--- config.mk ---
export PLATFORM = sky130hd
export DESIGN_NAME = tol_limiter
export DESIGN_NICKNAME = d
export VERILOG_FILES = /design/src/tol_pkg.sv /design/src/tol_accum.sv /design/src/tol_limiter.sv
export SDC_FILE = /design/constraint.sdc
export NUM_CORES = 2
export LEC_CHECK = 0
export ABC_CLOCK_PERIOD_IN_PS = 17800
export BUFFER_PORTS_ARGS = -buffer_cell sky130_fd_sc_hd__buf_2
export CAP_MARGIN = 20
export CORE_UTILIZATION = 30
export CTS_CLUSTER_SIZE = 10
export DETAILED_ROUTE_END_ITERATION = 8
export PLACE_DENSITY = 0.51
export REMOVE_ABC_BUFFERS = 1
export SLEW_MARGIN = 20
export SYNTH_ARGS = -nofsm -noshare
export SYNTH_HDL_FRONTEND = slang
export SYNTH_HIERARCHICAL = 1
export SYNTH_SLANG_ARGS = --single-unit
--- constraint.sdc ---
create_clock -name ref_clk_i -period 17.8 [get_ports ref_clk_i]
set_input_delay 3.56 -clock ref_clk_i [delete_from_list [all_inputs] [get_ports ref_clk_i]]
set_output_delay 3.56 -clock ref_clk_i [all_outputs]
set_load 0.01 [all_outputs]
--- src/tol_pkg.sv ---
// constants, carriers and helpers of the thermal overload limiter
// Summary of operation
// - overload limiting only happens while closed loop (submode bit 0) is set
// - limiter enabled in open loop caps current at rated current
// - peak current parameter in mA, allowed while budget remains
// - rated current parameter in mA, applied once budget is used up
// - peak time parameter in ms, longest run at peak current
// - readable threshold decides peak or rated limit
// - readable overload accumulator compared against the threshold
// - applied current limit is readable
// - active only with closed loop, peak above rated, nonzero time
// - threshold derived from rated current, peak current and peak time
// - peak allowed until accumulator reaches threshold, then rated at once
// - accumulator drains by samples below rated current between overcurrent episodes, floored at zero
// - submode bit 2 selects automatic brake, else output control bit 0
package tol_pkg;

   localparam int CUR_W  = 16;
   localparam int DATA_W = 32;
   localparam int ADDR_W = 8;

   // register offsets
   localparam logic [ADDR_W-1:0] REG_SUBMODE   = 8'h00;
   localparam logic [ADDR_W-1:0] REG_PEAK      = 8'h04;
   localparam logic [ADDR_W-1:0] REG_RATED     = 8'h08;
   localparam logic [ADDR_W-1:0] REG_PEAK_TIME = 8'h0c;
   localparam logic [ADDR_W-1:0] REG_THRESHOLD = 8'h10;
   localparam logic [ADDR_W-1:0] REG_ACCUM     = 8'h14;
   localparam logic [ADDR_W-1:0] REG_LIMIT     = 8'h18;
   localparam logic [ADDR_W-1:0] REG_STATUS    = 8'h1c;
   localparam logic [ADDR_W-1:0] REG_CTRL      = 8'h20;
   localparam logic [ADDR_W-1:0] REG_OUTCTRL   = 8'h24;

   // field positions
   localparam int SUB_CLOSED_BIT = 0;
   localparam int SUB_BRAKE_BIT  = 2;
   localparam int CTRL_EN_BIT    = 0;
   localparam int OUT_BRAKE_BIT  = 0;
   localparam int STAT_ACT_BIT   = 0;

   // reset values
   localparam logic [CUR_W-1:0]  RST_CUR  = 16'h0000;
   localparam logic [DATA_W-1:0] RST_WORD = 32'h0000_0000;

   // squares are kept in units of mA squared divided by 2**16
   localparam int SQ_SHIFT = 16;

   typedef struct packed {
      logic             enable;
      logic             closed_loop;
      logic             auto_brake;
      logic [CUR_W-1:0] peak;
      logic [CUR_W-1:0] rated;
      logic [CUR_W-1:0] ptime;
   } tol_cfg_t;

   typedef struct packed {
      logic             valid;
      logic [CUR_W-1:0] current;
   } tol_sample_t;

   function automatic logic [CUR_W-1:0] tol_sq(input logic [CUR_W-1:0] a);
      logic [2*CUR_W-1:0] p;
      p = {{CUR_W{1'b0}}, a} * {{CUR_W{1'b0}}, a};
      return p[2*CUR_W-1:SQ_SHIFT];
   endfunction

endpackage

--- src/tol_accum.sv ---
// overload accumulator with squared excess update and zero floor
`timescale 1ns/1ps
`default_nettype none
module tol_accum
   import tol_pkg::*;
(
   input  wire logic              ref_clk_i,
   input  wire logic              reset_n_i,
   input  wire tol_sample_t       sample_i,
   input  wire logic              run_i,
   input  wire logic [CUR_W-1:0]  rated_sq_i,
   output logic      [DATA_W-1:0] acc_o
);

   logic [CUR_W-1:0]  meas_sq;
   logic              over;
   logic [DATA_W-1:0] diff;
   logic [DATA_W:0]   sum;
   logic              step;
   logic [DATA_W-1:0] next_acc;

   ////////////////////////////////////////////////////////////////////////
   // squared excess update
   assign meas_sq  = tol_sq(sample_i.current);
   assign over     = meas_sq > rated_sq_i;
   assign diff     = over ? {16'h0000, meas_sq - rated_sq_i}
                          : {16'h0000, rated_sq_i - meas_sq};
   assign sum      = {1'b0, acc_o} + {1'b0, diff};
   assign step     = run_i && sample_i.valid;
   // only a sample step moves it
   assign next_acc = !step ? acc_o
                   : over  ? (sum[DATA_W] ? {DATA_W{1'b1}} : sum[DATA_W-1:0])
                   : (acc_o > diff ? acc_o - diff : RST_WORD);

   always_ff @(posedge ref_clk_i) begin
      if (!reset_n_i) begin
         acc_o <= RST_WORD;
      end else begin
         acc_o <= next_acc;
      end
   end
endmodule
`default_nettype wire

--- src/tol_limiter.sv ---
// thermal overload limiter top with register port and current limit
//
// Implementation choices: the strobed register port and the register addresses.
`timescale 1ns/1ps
`default_nettype none
module tol_limiter
   import tol_pkg::*;
(
   input  wire logic              ref_clk_i,
   input  wire logic              reset_n_i,
   input  wire logic [ADDR_W-1:0] reg_addr_i,
   input  wire logic [DATA_W-1:0] reg_wdata_i,
   input  wire logic              reg_wr_i,
   input  wire logic              reg_rd_i,
   output logic      [DATA_W-1:0] reg_rdata_o,
   input  wire tol_sample_t       sample_i,
   input  wire logic              brake_auto_release_i,
   output logic      [CUR_W-1:0]  current_limit_o,
   output logic                   limiter_active_o,
   output logic                   brake_release_o
);

   ////////////////////////////////////////////////////////////////////////
   // register state
   tol_cfg_t          cfg;
   logic              out_brake;
   logic [DATA_W-1:0] threshold;
   logic [DATA_W-1:0] accum;

   logic              wr_sub;
   logic              wr_peak;
   logic              wr_rated;
   logic              wr_time;
   logic              wr_ctrl;
   logic              wr_out;
   logic [CUR_W-1:0]  wlo;

   assign wlo      = reg_wdata_i[CUR_W-1:0];
   assign wr_sub   = reg_wr_i && reg_addr_i == REG_SUBMODE;
   assign wr_peak  = reg_wr_i && reg_addr_i == REG_PEAK;
   assign wr_rated = reg_wr_i && reg_addr_i == REG_RATED;
   assign wr_time  = reg_wr_i && reg_addr_i == REG_PEAK_TIME;
   assign wr_ctrl  = reg_wr_i && reg_addr_i == REG_CTRL;
   assign wr_out   = reg_wr_i && reg_addr_i == REG_OUTCTRL;

   // mode bits
   always_ff @(posedge ref_clk_i) begin
      if (!reset_n_i) begin
         cfg.closed_loop <= 1'b0;
         cfg.auto_brake  <= 1'b0;
         cfg.enable      <= 1'b0;
         out_brake       <= 1'b0;
      end else begin
         if (wr_sub) begin
            cfg.closed_loop <= reg_wdata_i[SUB_CLOSED_BIT];
            cfg.auto_brake  <= reg_wdata_i[SUB_BRAKE_BIT];
         end
         if (wr_ctrl) begin
            cfg.enable <= reg_wdata_i[CTRL_EN_BIT];
         end
         if (wr_out) begin
            out_brake <= reg_wdata_i[OUT_BRAKE_BIT];
         end
      end
   end

   always_ff @(posedge ref_clk_i) begin
      if (!reset_n_i) begin
         cfg.peak <= RST_CUR;
      end else if (wr_peak) begin
         cfg.peak <= wlo;
      end
   end

   always_ff @(posedge ref_clk_i) begin
      if (!reset_n_i) begin
         cfg.rated <= RST_CUR;
      end else if (wr_rated) begin
         cfg.rated <= wlo;
      end
   end

   always_ff @(posedge ref_clk_i) begin
      if (!reset_n_i) begin
         cfg.ptime <= RST_CUR;
      end else if (wr_time) begin
         cfg.ptime <= wlo;
      end
   end

   ////////////////////////////////////////////////////////////////////////
   // activation and threshold
   logic [CUR_W-1:0]  peak_sq;
   logic [CUR_W-1:0]  rated_sq;
   logic              cond_ok;
   logic              next_active;
   logic [DATA_W-1:0] next_threshold;

   assign peak_sq  = tol_sq(cfg.peak);
   assign rated_sq = tol_sq(cfg.rated);

   assign cond_ok     = cfg.closed_loop && (cfg.peak > cfg.rated) &&
                        (cfg.ptime != 16'h0000);
   assign next_active = cfg.enable && cond_ok;

   // budget from both currents and time
   assign next_threshold = cond_ok
      ? {16'h0000, peak_sq - rated_sq} * {16'h0000, cfg.ptime}
      : RST_WORD;

   always_ff @(posedge ref_clk_i) begin
      if (!reset_n_i) begin
         threshold        <= RST_WORD;
         limiter_active_o <= 1'b0;
      end else begin
         threshold        <= next_threshold;
         limiter_active_o <= next_active;
      end
   end

   ////////////////////////////////////////////////////////////////////////
   // accumulator
   tol_accum u_accum (
      .ref_clk_i  (ref_clk_i),
      .reset_n_i  (reset_n_i),
      .sample_i   (sample_i),
      .run_i      (limiter_active_o),
      .rated_sq_i (rated_sq),
      .acc_o      (accum)
   );

   ////////////////////////////////////////////////////////////////////////
   // current limit selection
   logic             spent;
   logic             open_cap;
   logic [CUR_W-1:0] next_limit;

   assign spent      = accum >= threshold;
   assign open_cap   = cfg.enable && !cfg.closed_loop;
   assign next_limit = open_cap         ? cfg.rated
                     : limiter_active_o ? (spent ? cfg.rated : cfg.peak)
                     :                    cfg.peak;

   always_ff @(posedge ref_clk_i) begin
      if (!reset_n_i) begin
         current_limit_o <= RST_CUR;
      end else begin
         current_limit_o <= next_limit;
      end
   end

   ////////////////////////////////////////////////////////////////////////
   // brake selection
   // automatic or manual brake
   assign brake_release_o = cfg.auto_brake ? brake_auto_release_i
                                           : out_brake;

   ////////////////////////////////////////////////////////////////////////
   // register read port
   logic [DATA_W-1:0] rd_mux;
   logic [DATA_W-1:0] sub_word;

   assign sub_word = {29'h0, cfg.auto_brake, 1'b0, cfg.closed_loop};

   assign rd_mux =
        reg_addr_i == REG_SUBMODE   ? sub_word
      : reg_addr_i == REG_PEAK      ? {16'h0000, cfg.peak}
      : reg_addr_i == REG_RATED     ? {16'h0000, cfg.rated}
      : reg_addr_i == REG_PEAK_TIME ? {16'h0000, cfg.ptime}
      : reg_addr_i == REG_THRESHOLD ? threshold
      : reg_addr_i == REG_ACCUM     ? accum
      : reg_addr_i == REG_LIMIT     ? {16'h0000, current_limit_o}
      : reg_addr_i == REG_STATUS    ? {31'h0, limiter_active_o}
      : reg_addr_i == REG_CTRL      ? {31'h0, cfg.enable}
      : reg_addr_i == REG_OUTCTRL   ? {31'h0, out_brake}
      :                               RST_WORD;

   always_ff @(posedge ref_clk_i) begin
      if (!reset_n_i) begin
         reg_rdata_o <= RST_WORD;
      end else begin
         reg_rdata_o <= reg_rd_i ? rd_mux : RST_WORD;
      end
   end
endmodule
`default_nettype wire

==> impl_summary.log <==
INFO  metric final.min_clock_period = 15.61 ns
INFO  metric io-pin-count = 112
INFO  metric syn_area_per_cell = 8.443 um^2
INFO  metric port_buffers = 95
INFO  metric first_global_vias = 33634
INFO  metric yosysSeqAreaShare = 0.08058
INFO  metric avgViaCountPerCell = 4.883
INFO  metric postCtsResizedCells = 0
INFO  metric firstDrtPassIters = 5
INFO  metric worstPathRequired = 18.18 ns
INFO  metric design.final.nets = 6100
INFO  metric min_path_type = reg -> reg
INFO  metric place_congestion = 0.8720
INFO  metric post_cts_setup_inserts = 0
INFO  metric status = finished clean
INFO  metric critPathMaxStageDelay = 0.65 ns
INFO  metric drv_cap = 0
INFO  metric drt-wirelength-per-cell = 17.91 um
INFO  metric worst_margin_pin_slew = 1.032 ns
INFO  metric regToRegSetupSlack = 2.32 ns
INFO  metric clock-root-buffer = sky130_fd_sc_hd__clkbuf_16
INFO  metric synthToLayoutAreaGrowth = 7.497%
INFO  metric numCtsBuffers = 17
INFO  metric h_tree_levels = 4
INFO  metric path_common_cell = sky130_fd_sc_hd__fa_1
INFO  metric finalNonFillerCells = 6626
INFO  metric drt-initial-drc-count = 1926
INFO  metric dpl-instance-area = 43420 um^2
INFO  metric global_route.usage.total = 0.1767
INFO  metric critical_path_arrival = 15.99 ns
INFO  metric mappedNetlistArea = 40990 um^2
INFO  metric grt.overflow.total = 0
INFO  metric place.detailed.hpwl = 95420 um
INFO  metric slew_violations = 0
INFO  metric post_route_wl = 118600 um
INFO  metric final-setup-viol-count = 0
INFO  metric start_kind = input pin
INFO  metric route.top_layer_used = met4
INFO  metric synthCells = 4855
INFO  metric share_of_post_route_cells_with_drive_strength_above_1 = 0.05536
INFO  metric grt_antenna_before_repair = 5
INFO  metric grt_setup_unrepaired = false
INFO  metric yosys.cell_types.count = 99
INFO  metric y_dimension_of_the_die = 371.6 um
INFO  metric ys_warn_count = 6
INFO  metric fmaxAchievable = 64.05 MHz
INFO  metric area_of_the_multi_input_gates = 32900 um^2
INFO  metric route.detailed.drc = 0
INFO  metric crit_slowest_cell = sky130_fd_sc_hd__a21boi_4
INFO  metric final_antenna_net_count = 0
INFO  metric via_count = 32353
INFO  metric critical_path.max_fanout = 31
INFO  metric finalCritPeriodShare = 0.8771
INFO  metric dominantRegCellSynth = sky130_fd_sc_hd__dfxtp_1
INFO  metric met3_wirelength = 5718 um
INFO  metric hold_buffers_post_cts = 0
INFO  metric grt_pass1_wl = 190200 um
INFO  metric area_of_the_core = 135500 um^2
INFO  metric fp.dieArea = 138100 um^2
INFO  metric cts_clk_pin_slew_worst_paths = 0.09 ns
INFO  metric synth-seq-cells = 165
INFO  metric initial_utilization = 0.3026
INFO  metric setup-tns-final = 0 ns
INFO  metric setup.worst_path.end_class = register
INFO  metric rows = 135
INFO  metric finalHoldViolations = 0
INFO  metric cts_buffer_depth = 2
INFO  metric cell_count_after_placement = 6589
INFO  metric cts_tree = done
INFO  metric regArea = 3303 um^2
INFO  metric n_fill_cell = 14360
INFO  metric timing.setup.critical_path_class = in -> reg
INFO  metric die_width = 371.6 um
INFO  metric relSlewSlack = 0.3107
INFO  metric synthArstFlopShare = 0
INFO  metric routed-wl-met2 = 56400 um
INFO  metric synth_enable_flop_cells = 0
INFO  metric met1_length = 53400 um
INFO  metric finalInstanceArea = 44060 um^2
INFO  metric clock_latency = 0.46 ns
INFO  metric grt_max_degree = 69
INFO  metric fin_worst_skew = 0.02449 ns
INFO  metric numClockSinks = 165
INFO  metric worst_hold_margin = 0.4575 ns
==> path summary, 6_finish.rpt <==
kind,cells after the start,to,start
worst min-delay path,2,cfg[45],cfg[45]
worst max-delay path,41,u_accum/acc_o[27],sample_i[10]
worst min register to register,2,cfg[45],cfg[45]
worst max register to register,50,threshold[29],cfg[34]
==> logic make-up after synthesis <==
kind of cell | Yosys count | synth area share
buffers and inverters | 1275 | 0.1179
DFF | 165 | 0.08058
muxes | 39 | 0.009768
and+or+nand+nor | 1305 | 0.1518
xor gates and xnor gates | 150 | 0.03275
adders and majority gates | 1210 | 0.4939
AOI/OAI and AO/OA | 711 | 0.1133
==> layout by cell type (no fill, tap or decap), types with 13 or more instances in the layout <==
cell type | synthesis | routed
sky130_fd_sc_hd__inv_1 | 1055 | 1055
sky130_fd_sc_hd__nand2b_1 | 27 | 27
sky130_fd_sc_hd__and2_1 | 236 | 236
sky130_fd_sc_hd__nand3_1 | 65 | 65
sky130_fd_sc_hd__a31o_2 | 13 | 13
sky130_fd_sc_hd__nand4_1 | 30 | 30
sky130_fd_sc_hd__o21a_1 | 32 | 32
sky130_fd_sc_hd__a22oi_1 | 32 | 32
sky130_fd_sc_hd__nor2_1 | 257 | 256
sky130_fd_sc_hd__nor3_1 | 28 | 28
sky130_fd_sc_hd__nand2_1 | 510 | 510
sky130_fd_sc_hd__xor2_1 | 52 | 52
sky130_fd_sc_hd__a31oi_1 | 22 | 22
sky130_fd_sc_hd__dfxtp_1 | 165 | 165
sky130_fd_sc_hd__or3_1 | 13 | 13
sky130_fd_sc_hd__o21bai_1 | 16 | 16
sky130_fd_sc_hd__nor2b_1 | 45 | 45
sky130_fd_sc_hd__a211oi_1 | 20 | 20
sky130_fd_sc_hd__xnor2_1 | 95 | 93
sky130_fd_sc_hd__mux2i_1 | 31 | 31
sky130_fd_sc_hd__buf_4 | 1 | 70
sky130_fd_sc_hd__buf_2 | 9 | 95
sky130_fd_sc_hd__and3_1 | 25 | 25
sky130_fd_sc_hd__a21oi_1 | 239 | 239
sky130_fd_sc_hd__fa_1 | 680 | 680
sky130_fd_sc_hd__a221oi_1 | 19 | 19
sky130_fd_sc_hd__o21ai_0 | 126 | 126
sky130_fd_sc_hd__clkbuf_16 | 0 | 17
sky130_fd_sc_hd__nor4_1 | 19 | 19
sky130_fd_sc_hd__ha_1 | 530 | 530
sky130_fd_sc_hd__a21o_1 | 61 | 61
sky130_fd_sc_hd__o211ai_1 | 17 | 17
==> critical path, delay by kind of cell <==
family | cells | cell delay [ns]
adders and majority gates | 9 | 3.98
muxes | 1 | 0.16
and+or+nand+nor | 8 | 2.74
AOI/OAI and AO/OA | 13 | 3.42
buffers and inverters | 7 | 1.44
xor gates and xnor gates | 3 | 0.65
==> synth_stat cells, types with 45 or more instances <==
master / instances / area [um^2]
sky130_fd_sc_hd__xnor2_1: 95 / 832.1
sky130_fd_sc_hd__fa_1: 680 / 13610
sky130_fd_sc_hd__dfxtp_1: 165 / 3303
sky130_fd_sc_hd__a21o_1: 61 / 457.9
sky130_fd_sc_hd__nor2b_1: 45 / 281.5
sky130_fd_sc_hd__nor2_1: 257 / 964.7
sky130_fd_sc_hd__clkbuf_1: 191 / 716.9
sky130_fd_sc_hd__ha_1: 530 / 6631
sky130_fd_sc_hd__inv_1: 1055 / 3960
sky130_fd_sc_hd__xor2_1: 52 / 455.4
sky130_fd_sc_hd__o21ai_0: 126 / 630.6
sky130_fd_sc_hd__a21oi_1: 239 / 1196
sky130_fd_sc_hd__nand2_1: 510 / 1914
sky130_fd_sc_hd__and2_1: 236 / 1476
sky130_fd_sc_hd__nand3_1: 65 / 325.3
==> layout make-up <==
class / instances / area share
Antenna cell: 4 / 0.0002272
Clock buffer: 17 / 0.009654
Clock inverter: 15 / 0.004543
Inverter: 1064 / 0.09064
Multi-Input combinational cell: 3415 / 0.7467
Sequential cell: 165 / 0.07496
Tap cell: 1781 / 0.05057
Timing Repair Buffer: 165 / 0.02272
==> metal layers <==
layer	global-route usage	vias to the layer above
met2	0.2982	768
met1	0.2390	16260
met5	0	-
met4	0.04839	0
li1	-	15201
met3	0.01774	124
==> metrics by stage <==
| step | util | worst slack [ns] |
|---|---|---|
| finish | 0.3253 | 2.188 |
| CTS | 0.3251 | 2.251 |
| detailed placement | 0.3205 | 1.873 |
| floorplan | - | 3.484 |
| global placement | 0.3205 | 1.869 |
| global route | 0.3252 | 1.362 |
==> state kept, by name (all words and copies together), names as in the netlist <==
name,count
cfg,51
reg_rdata_o,32
threshold,32
u_accum/acc_o,32
current_limit_o,16
limiter_active_o,1
out_brake,1
Power is not shown: default switching activity piles up to over one toggle a cycle in this logic, so the estimate is an artifact.
